**src/include/alc_pkg.sv**
```systemverilog
// constants for the automatic level control gain loop
package alc_pkg;
    // clock
    localparam int CLK_PERIOD_NS = 10;

    // step interval bases, printed times in microseconds
    localparam real ATK_LIM_BASE_US = 22.7;
    localparam real DCY_LIM_BASE_US = 90.8;
    localparam real ATK_NORM_BASE_US = 104.0;
    localparam real DCY_NORM_BASE_US = 410.0;
    localparam real HOLD_BASE_US = 2670.0;
    localparam int ATK_LIM_BASE_CYC =
        int'(ATK_LIM_BASE_US * 1000.0 / CLK_PERIOD_NS);
    localparam int DCY_LIM_BASE_CYC =
        int'(DCY_LIM_BASE_US * 1000.0 / CLK_PERIOD_NS);
    localparam int ATK_NORM_BASE_CYC =
        int'(ATK_NORM_BASE_US * 1000.0 / CLK_PERIOD_NS);
    localparam int DCY_NORM_BASE_CYC =
        int'(DCY_NORM_BASE_US * 1000.0 / CLK_PERIOD_NS);
    localparam int HOLD_BASE_CYC =
        int'(HOLD_BASE_US * 1000.0 / CLK_PERIOD_NS);
    localparam logic [3:0] RATE_CODE_MAX = 4'hA;

    // register indices; byte address is four times the index
    localparam logic [9:0] IDX_GAIN_LIMITS = 10'h020;
    localparam logic [9:0] IDX_HOLD_DELAY = 10'h021;
    localparam logic [9:0] IDX_RATES = 10'h022;
    localparam logic [9:0] IDX_QUIET_GATE = 10'h023;
    localparam logic [9:0] IDX_LOOP_CTRL = 10'h024;
    localparam logic [9:0] IDX_AMP_VOLUME = 10'h025;
    localparam logic [9:0] IDX_LOOP_STATUS = 10'h026;

    // field positions and reset values
    localparam int CEIL_LSB = 3;
    localparam int HOLD_LSB = 4;
    localparam int DCY_LSB = 4;
    localparam int GATE_EN_BIT = 3;
    localparam int CTRL_MODE_BIT = 1;
    localparam logic [5:0] LIMITS_RST = 6'h38;
    localparam logic [3:0] HOLD_RST = 4'h0;
    localparam logic [7:0] RATES_RST = 8'h00;
    localparam logic [3:0] GATE_RST = 4'h0;
    localparam logic [5:0] GAIN_RST = 6'h10;

    // noise gate compare in quarter-dB units
    localparam logic [10:0] GATE_BASE_Q = 11'h0CC;
    localparam logic [10:0] GATE_STEP_Q = 11'h018;

    localparam int GAIN_W = 6;
    localparam int SYNC_W = 16;

    typedef enum logic [1:0] {ST_OFF, ST_ATTACK, ST_HOLD, ST_DECAY} state_t;
endpackage

```
**src/hw/alc_gain_loop.sv**
```systemverilog
// gain loop controller for the input amplifier, with apb registers
//
// The APB register port was chosen for this implementation.
`timescale 1ns/100ps
module alc_gain_loop
    import alc_pkg::*;
#(
    parameter logic [31:0] ATK_LIM_CYC = ATK_LIM_BASE_CYC,
    parameter logic [31:0] DCY_LIM_CYC = DCY_LIM_BASE_CYC,
    parameter logic [31:0] ATK_NORM_CYC = ATK_NORM_BASE_CYC,
    parameter logic [31:0] DCY_NORM_CYC = DCY_NORM_BASE_CYC,
    parameter logic [31:0] HOLD_CYC = HOLD_BASE_CYC
) (
    input wire logic i_clk,
    input wire logic i_arst_n,
    input wire logic i_psel,
    input wire logic i_penable,
    input wire logic i_pwrite,
    input wire logic [11:0] i_paddr,
    input wire logic [31:0] i_pwdata,
    output logic [31:0] o_prdata,
    output logic o_pready,
    output logic o_pslverr,
    input wire logic i_above_threshold,
    input wire logic i_above_peak,
    input wire logic [7:0] i_adc_atten_db,
    input wire logic [5:0] i_boost_db,
    output logic [GAIN_W-1:0] o_pga_gain
);

    function automatic logic [31:0] scaled(input logic [31:0] base,
                                           input logic [3:0] code);
        logic [3:0] c;
        c = (code > RATE_CODE_MAX) ? RATE_CODE_MAX : code;
        return base << c;
    endfunction

    function automatic logic is_mapped(input logic [9:0] idx);
        return idx >= IDX_GAIN_LIMITS && idx <= IDX_LOOP_STATUS;
    endfunction

    logic [SYNC_W-1:0] sync1_reg;
    logic [SYNC_W-1:0] sync2_reg;
    logic pready_reg;
    logic pslverr_reg;
    logic [31:0] prdata_reg;
    logic [5:0] limits_reg;
    logic [3:0] hold_code_reg;
    logic [7:0] rates_reg;
    logic [3:0] gate_reg;
    logic enable_reg;
    logic mode_reg;
    logic enable_prev_reg;
    logic mode_prev_reg;
    logic [GAIN_W-1:0] gain_reg;
    logic [GAIN_W-1:0] start_reg;
    logic [GAIN_W-1:0] start_w;
    logic start_cap_w;
    state_t state_reg;
    state_t state_next;
    logic [31:0] cnt_reg;
    logic [31:0] rd_w;
    logic [31:0] cur_int_w;
    logic [31:0] hold_len_w;
    logic [31:0] atk_base_w;
    logic [31:0] dcy_base_w;
    logic [9:0] idx_w;
    logic access_w;
    logic wr_fire_w;
    logic wr_vol_w;
    logic thr_s;
    logic peak_s;
    logic over_s;
    logic step_w;
    logic gate_w;
    logic [10:0] gate_lhs_w;
    logic [10:0] gate_rhs_w;
    logic [GAIN_W-1:0] ceil_w;
    logic [GAIN_W-1:0] upper_w;
    logic [GAIN_W-1:0] lower_w;
    state_t decay_or_hold_w;

    // level detector is analogue-side, so everything is resynchronised
    always_ff @(posedge i_clk or negedge i_arst_n) begin
        if (!i_arst_n) begin
            sync1_reg <= '0;
            sync2_reg <= '0;
        end else begin
            sync1_reg <= {i_above_threshold, i_above_peak,
                          i_adc_atten_db, i_boost_db};
            sync2_reg <= sync1_reg;
        end
    end

    assign thr_s = sync2_reg[15];
    assign peak_s = enable_reg && sync2_reg[14];
    assign over_s = thr_s || peak_s;

    // apb: one wait state so read data comes from a flop
    assign idx_w = i_paddr[11:2];
    assign access_w = i_psel && i_penable;
    assign wr_fire_w = access_w && pready_reg && i_pwrite
                       && i_paddr[1:0] == 2'h0;
    assign wr_vol_w = wr_fire_w && idx_w == IDX_AMP_VOLUME;

    always_comb begin
        rd_w = '0;
        case (idx_w)
            IDX_GAIN_LIMITS: rd_w[5:0] = limits_reg;
            IDX_HOLD_DELAY: rd_w[HOLD_LSB+:4] = hold_code_reg;
            IDX_RATES: rd_w[7:0] = rates_reg;
            IDX_QUIET_GATE: rd_w[3:0] = gate_reg;
            IDX_LOOP_CTRL: rd_w[1:0] = {mode_reg, enable_reg};
            IDX_AMP_VOLUME: rd_w[GAIN_W-1:0] = gain_reg;
            IDX_LOOP_STATUS: rd_w[3:0] = {gate_w, peak_s, state_reg};
            default: rd_w = '0;
        endcase
    end

    always_ff @(posedge i_clk or negedge i_arst_n) begin
        if (!i_arst_n) begin
            pready_reg <= 1'b0;
            pslverr_reg <= 1'b0;
            prdata_reg <= '0;
        end else begin
            pready_reg <= access_w && !pready_reg;
            if (access_w && !pready_reg) begin
                pslverr_reg <= !is_mapped(idx_w) || i_paddr[1:0] != 2'h0;
                prdata_reg <= i_pwrite ? 32'h0000_0000 : rd_w;
            end else begin
                pslverr_reg <= 1'b0;
                prdata_reg <= '0;
            end
        end
    end

    always_ff @(posedge i_clk or negedge i_arst_n) begin
        if (!i_arst_n) begin
            limits_reg <= LIMITS_RST;
            hold_code_reg <= HOLD_RST;
            rates_reg <= RATES_RST;
            gate_reg <= GATE_RST;
            enable_reg <= 1'b0;
            mode_reg <= 1'b0;
        end else if (wr_fire_w) begin
            case (idx_w)
                IDX_GAIN_LIMITS: limits_reg <= i_pwdata[5:0];
                IDX_HOLD_DELAY: hold_code_reg <= i_pwdata[HOLD_LSB+:4];
                IDX_RATES: rates_reg <= i_pwdata[7:0];
                IDX_QUIET_GATE: gate_reg <= i_pwdata[3:0];
                IDX_LOOP_CTRL: begin
                    enable_reg <= i_pwdata[0];
                    mode_reg <= i_pwdata[CTRL_MODE_BIT];
                end
                default: ;
            endcase
        end
    end

    // limits: codes map onto 0.75dB amplifier steps, -12dB at zero
    assign ceil_w = {limits_reg[CEIL_LSB+:3], 3'b111};
    assign lower_w = {limits_reg[2:0], 3'b000};
    assign start_cap_w = enable_reg
                         && (!enable_prev_reg || (mode_reg && !mode_prev_reg));
    assign start_w = start_cap_w ? gain_reg : start_reg;
    assign upper_w = (mode_reg && start_w < ceil_w) ? start_w
                                                    : ceil_w;

    // quiet gate: adc level below threshold plus amp and boost gain
    assign gate_lhs_w = GATE_BASE_Q
                        + 11'(gate_reg[2:0]) * GATE_STEP_Q;
    assign gate_rhs_w = {1'b0, sync2_reg[13:6], 2'b00}
                        + 11'(gain_reg) * 11'h003
                        + {3'b000, sync2_reg[5:0], 2'b00};
    assign gate_w = enable_reg && !mode_reg
                    && gate_reg[GATE_EN_BIT]
                    && gate_lhs_w < gate_rhs_w;

    // interval selection
    assign atk_base_w = mode_reg ? ATK_LIM_CYC : ATK_NORM_CYC;
    assign dcy_base_w = mode_reg ? DCY_LIM_CYC : DCY_NORM_CYC;
    assign hold_len_w = scaled(HOLD_CYC, hold_code_reg - 4'h1);

    always_comb begin
        case (state_reg)
            ST_ATTACK: cur_int_w = peak_s ? ATK_LIM_CYC
                : scaled(atk_base_w, rates_reg[3:0]);
            ST_DECAY: cur_int_w =
                scaled(dcy_base_w, rates_reg[DCY_LSB+:4]);
            ST_HOLD: cur_int_w = hold_len_w;
            default: cur_int_w = 32'h0000_0001;
        endcase
    end

    assign step_w = (state_reg == ST_ATTACK || state_reg == ST_DECAY)
                    && cnt_reg >= cur_int_w - 32'h1;

    assign decay_or_hold_w = (!mode_reg && hold_code_reg != 4'h0)
                             ? ST_HOLD : ST_DECAY;

    always_comb begin
        case (state_reg)
            ST_OFF: state_next = enable_reg
                ? (over_s ? ST_ATTACK : decay_or_hold_w) : ST_OFF;
            ST_ATTACK: state_next = !enable_reg ? ST_OFF
                : (over_s ? ST_ATTACK : decay_or_hold_w);
            ST_HOLD: begin
                if (!enable_reg)
                    state_next = ST_OFF;
                else if (over_s || mode_reg)
                    state_next = ST_ATTACK;
                else if (cnt_reg >= hold_len_w - 32'h1)
                    state_next = ST_DECAY;
                else
                    state_next = ST_HOLD;
            end
            ST_DECAY: state_next = !enable_reg ? ST_OFF
                : (over_s ? ST_ATTACK : ST_DECAY);
            default: state_next = ST_OFF;
        endcase
    end

    always_ff @(posedge i_clk or negedge i_arst_n) begin
        if (!i_arst_n)
            state_reg <= ST_OFF;
        else
            state_reg <= state_next;
    end

    // gated decay keeps the counter at zero, so release waits a full step
    always_ff @(posedge i_clk or negedge i_arst_n) begin
        if (!i_arst_n)
            cnt_reg <= '0;
        else if (state_next != state_reg || state_reg == ST_OFF)
            cnt_reg <= '0;
        else if (step_w || (state_reg == ST_DECAY && gate_w))
            cnt_reg <= '0;
        else
            cnt_reg <= cnt_reg + 32'h1;
    end

    // starting gain for limiter: at enable or on switch from normal
    always_ff @(posedge i_clk or negedge i_arst_n) begin
        if (!i_arst_n) begin
            enable_prev_reg <= 1'b0;
            mode_prev_reg <= 1'b0;
            start_reg <= GAIN_RST;
        end else begin
            enable_prev_reg <= enable_reg;
            mode_prev_reg <= mode_reg;
            if (start_cap_w)
                start_reg <= gain_reg;
        end
    end

    // a volume write always lands; with the loop enabled it is re-clamped next cycle, while disabled it is kept
    always_ff @(posedge i_clk or negedge i_arst_n) begin
        if (!i_arst_n)
            gain_reg <= GAIN_RST;
        else if (wr_vol_w)
            gain_reg <= i_pwdata[GAIN_W-1:0];
        else if (!enable_reg)
            gain_reg <= gain_reg;
        else if (gain_reg > upper_w)
            gain_reg <= upper_w;
        else if (gain_reg < lower_w)
            gain_reg <= lower_w;
        else if (step_w && state_reg == ST_ATTACK && gain_reg > lower_w)
            gain_reg <= gain_reg - 6'h01;
        else if (step_w && state_reg == ST_DECAY && !gate_w
                 && gain_reg < upper_w)
            gain_reg <= gain_reg + 6'h01;
    end

    assign o_prdata = prdata_reg;
    assign o_pready = pready_reg;
    assign o_pslverr = pslverr_reg;
    assign o_pga_gain = gain_reg;
endmodule // alc_gain_loop

```
**config.mk**
```make
export PLATFORM = sky130hd
export DESIGN_NAME = alc_gain_loop
export DESIGN_NICKNAME = d
export VERILOG_FILES = /design/src/include/alc_pkg.sv /design/src/hw/alc_gain_loop.sv
export SDC_FILE = /design/constraint.sdc
export NUM_CORES = 1
export LEC_CHECK = 0
export BUFFER_PORTS_ARGS = -buffer_cell sky130_fd_sc_hd__buf_2
export CAP_MARGIN = 20
export CORE_MARGIN = 2
export CORE_UTILIZATION = 55
export CTS_BUF_LIST = sky130_fd_sc_hd__clkbuf_16
export DETAILED_ROUTE_END_ITERATION = 6
export HOLD_SLACK_MARGIN = 0.1
export PLACE_DENSITY_LB_ADDON = 0.12
export SLEW_MARGIN = 20
export SYNTH_ARGS = -nofsm -noshare
export SYNTH_HDL_FRONTEND = slang
export SYNTH_SLANG_ARGS = --single-unit
```
**constraint.sdc**
```tcl
create_clock -name i_clk -period 17.9 [get_ports i_clk]
set_clock_uncertainty 0.15 [all_clocks]
set_input_delay 0.895 -clock i_clk [delete_from_list [all_inputs] [get_ports i_clk]]
set_output_delay 0.895 -clock i_clk [all_outputs]
set_load 0.02 [all_outputs]
```
==> impl_results.md <==
* Setup violation total in the final timing report at 0
* Register clock-pin slew on the reported worst setup and hold paths at 0.06 ns
* Clock sink count at 114
* Final-report max-slew violation count at 0
* Power density over cell area at around 61 nW/um^2
* Setup Total Neg Slack at 0 ns
* Overall die height at 140 um
* Warning count from the yosys run at 0
* Number of flops mapped to enable cells by yosys at 0
* Most common flop cell mapped by yosys: sky130_fd_sc_hd__dfrtp_1
* Worst reg2reg path startpoint: hold_code_reg[2]
* Buffer type at the clock tree root: sky130_fd_sc_hd__clkbuf_16
* Vias in the first global route at around 8,300
* Ratio of final minimum period to clock period at between 40% and 50%
* Growth of design area from synthesis to finish at 8.77%
* Vias per cell at 6.14
* Sequential element share of the synthesized area at approximately 28%
* Post-synthesis cell type count at 96
* Pin count of the biggest net entering global routing at 65
* Number of buffers between clock root and the deepest sink at 2
* Commonest cells after routing, fill and taps aside: sky130_fd_sc_hd__nand2_1 (117), sky130_fd_sc_hd__nor2_1 (111), sky130_fd_sc_hd__ha_1 (109), sky130_fd_sc_hd__dfrtp_1 (109), sky130_fd_sc_hd__a21oi_1 (63)
* PostCTS Resize Cnt at 0
* Row Count at 49
* Highest-delay cell along the critical path: sky130_fd_sc_hd__or2_1
* Flop-to-flop setup slack at about 10 ns
* CTS tree: built
* Highest clock rate at roughly 130 MHz
* Start point of the worst hold path: sync1_reg[6]
* Worst r2r path cells at 28
* Wire length of the first global-routing pass at between 40 and 50 mm
* Async SR Flop Fraction at 100%
* Cells taking the most area after synthesis: sky130_fd_sc_hd__dfrtp_1 (27%), sky130_fd_sc_hd__ha_1 (13%), sky130_fd_sc_hd__nand2_1 (4.3%)
* Hold-fix buffers, CTS at 0
* Critical path startpoint category: flop
* R2r endpoint: o_pga_gain[4]
* Post-layout net count at between 1,000 and 1,500
* Clock latency of the later-clocked register in the worst-skew pair at about 0.43 ns
* Post-route DRC violation count at 0
* Horizontal die dimension at roughly 140 um
* Max-cap violations at 0
* Cell type contributing the most total cell area after synthesis: sky130_fd_sc_hd__dfrtp_1
* Utilization after layout at about three fifths
* Count of state elements after synthesis at 114
* Final Routed Wirelength at about 27 mm
* Half-perimeter wire length of the detailed placement result at 19.9 mm
* Count of port buffers added during placement at 56
* Post-DR wirelength/cell at around 19 um
* Critical Path Sink Type: flop
* Kind of path behind the tightest hold check: reg -> reg
* Critical path type: reg -> reg
* Fraction of layout instances using a drive strength above 1 at approximately 13%
* Post-CTS Repair Setup Buffers at 0
* Total routing resource utilization after global routing at approximately 28%
* Leakage power at just under 5 nW
* Syn Inst Count at 1,157
* Global placer's final weighted congestion at 0.953
* Number of H-tree branching levels at 4
* Post-DRT Antenna Nets at 0
* Smallest hold slack at 0.191 ns
* Area of the core region at about 18,000 um^2
* Rel. slew slack at between 30% and 40%
* Slew at the pin closest to its max-slew limit at ~0.95 ns
* Delay of the slowest cell on the worst path at between 0.5 and 0.6 ns
* Data required time of the worst path at around 18 ns
* Number of antenna violations at the first check in global routing at 0
* RSZ-0062 raised after global routing: no
* # IOs at 105
* Largest fanout on the critical path at 24
* Number of iterations in the first detailed-routing pass at 5
* DIE AREA at between 15,000 and 20,000 um^2
* Aggregate global routing overflow at 0
* Min Tclk post-route at just under 8 ns
* Number of clock buffers inserted by TritonCTS at 17
* IR Drop Worst-Case VDD at 0.0652 mV
* Hold worst-path end: sync2_reg[6]
* Flip-flop count of the largest register after layout at 32
* Share of Yosys cell area claimed by the top area cell type at about 27%
* Mean instance size in the synthesized netlist at between 8 and 9 um^2
* Antenna Diode Count at 0
* Starting Density at 56.3%
* Total number of vias at roughly 8,800
* Arrival time at the worst endpoint at 8.02 ns
* Status: finished, final reports clean
* Final Hold Violating Endpoints at 0
* Most frequent standard cell in the layout excluding fill and tap cells: sky130_fd_sc_hd__nand2_1
* Number of DRC markers after the initial detailed-route iteration at approximately 1,000
* Syn Std Cell Area at around 10,000 um^2
* Number of cells traversed by the worst hold path at 0
cell families after synthesis:
| logic type | Yosys count | share of synthesized area, % |
|---|---|---|
| AND/OR/NAND/NOR | 413 | 20.1 |
| AO/OA/AOI/OAI | 270 | 19.1 |
| buffers and inverters | 129 | 6.35 |
| adder cells (fa/ha/maj) | 122 | 16.0 |
| flip-flops | 114 | 28.2 |
| XOR/XNOR | 65 | 5.69 |
| multiplexers | 42 | 4.50 |
| other | 2 | 0.0740 |
worst max path at each step:
| stage | from | end | slack (ns) | cells after the start |
|---|---|---|---|---|
| finish | hold_code_reg[2] | o_pga_gain[4] | 10.09 | 28 |
| global route | hold_code_reg[2] | o_pga_gain[5] | 9.60 | 28 |
| CTS | hold_code_reg[2] | o_pga_gain[5] | 10.27 | 28 |
| detailed placement | hold_code_reg[2] | o_pga_gain[4] | 10.32 | 28 |
| global placement | hold_code_reg[2] | o_pga_gain[5] | 10.36 | 28 |
| floorplan | hold_code_reg[0] | o_pga_gain[5] | 11.25 | 32 |
through the flow:
| stage | worst slack (ns) | power, mW | std cells | area (um^2) |
|---|---|---|---|---|
| after floorplan | 11.25 | 0.305 | 1183 | 10200 |
| after global placement | 10.36 | 0.317 | 1397 | 10400 |
| after global routing | 9.60 | 0.696 | 1429 | 11000 |
| after detailed placement | 10.32 | 0.319 | 1397 | 10400 |
| final | 10.09 | 0.671 | 1429 | 11000 |
| after CTS | 10.27 | 0.677 | 1429 | 11000 |
layout make-up:
cell class	instances	area, um^2
clock buffers	17	425
multi-input cells	940	6740
clock inverters	15	183
inverters	48	180
repair buffers	66	358
flip-flops and latches	114	2860
well taps	229	287
fillers	1597	6990
routing by layer:
metal | track usage (%) | share of wire [%] | vias to the layer above
li1 | - | - | 4206
met2 | 41.4 | 44 | 333
met3 | 4.85 | 7.1 | 31
met4 | 7.68 | 1.5 | 0
met1 | 42.5 | 48 | 4198
met5 | 0 | 0 | -
report_power, final:
part / total (mW) / switching [mW] / internal [mW]
Combinational: 0.0515 / 0.0323 / 0.0192
Clock: 0.356 / 0.136 / 0.220
Sequential: 0.264 / 0.00214 / 0.262
critical path, delay by kind of cell, from the launching register on:
family | cells | cell delay (ns)
AO/OA/AOI/OAI | 15 | 3.49
XOR/XNOR | 1 | 0.22
adder cells (fa/ha/maj) | 3 | 1.06
buffers and inverters | 2 | 0.30
flip-flops | 1 | 0.53
multiplexers | 1 | 0.27
AND/OR/NAND/NOR | 6 | 1.72
cells in the mapped netlist, types with 13 or more instances:
cell                       number
sky130_fd_sc_hd__nor2_1       111
sky130_fd_sc_hd__nand4_1       28
sky130_fd_sc_hd__mux2_2        25
sky130_fd_sc_hd__nand3_1       32
sky130_fd_sc_hd__a211oi_1      17
sky130_fd_sc_hd__inv_1         46
sky130_fd_sc_hd__a21oi_1       63
sky130_fd_sc_hd__buf_4         25
sky130_fd_sc_hd__mux2i_1       15
sky130_fd_sc_hd__xor2_1        28
sky130_fd_sc_hd__a21o_1        13
sky130_fd_sc_hd__nand2_1      117
sky130_fd_sc_hd__clkbuf_1      26
sky130_fd_sc_hd__buf_2         17
sky130_fd_sc_hd__nor3_1        21
sky130_fd_sc_hd__ha_1         109
sky130_fd_sc_hd__dfrtp_1      109
sky130_fd_sc_hd__o21ai_0       52
sky130_fd_sc_hd__xnor2_1       36
sky130_fd_sc_hd__and2_1        14
sky130_fd_sc_hd__fa_1          13
(Power assumes the default switching activity.)
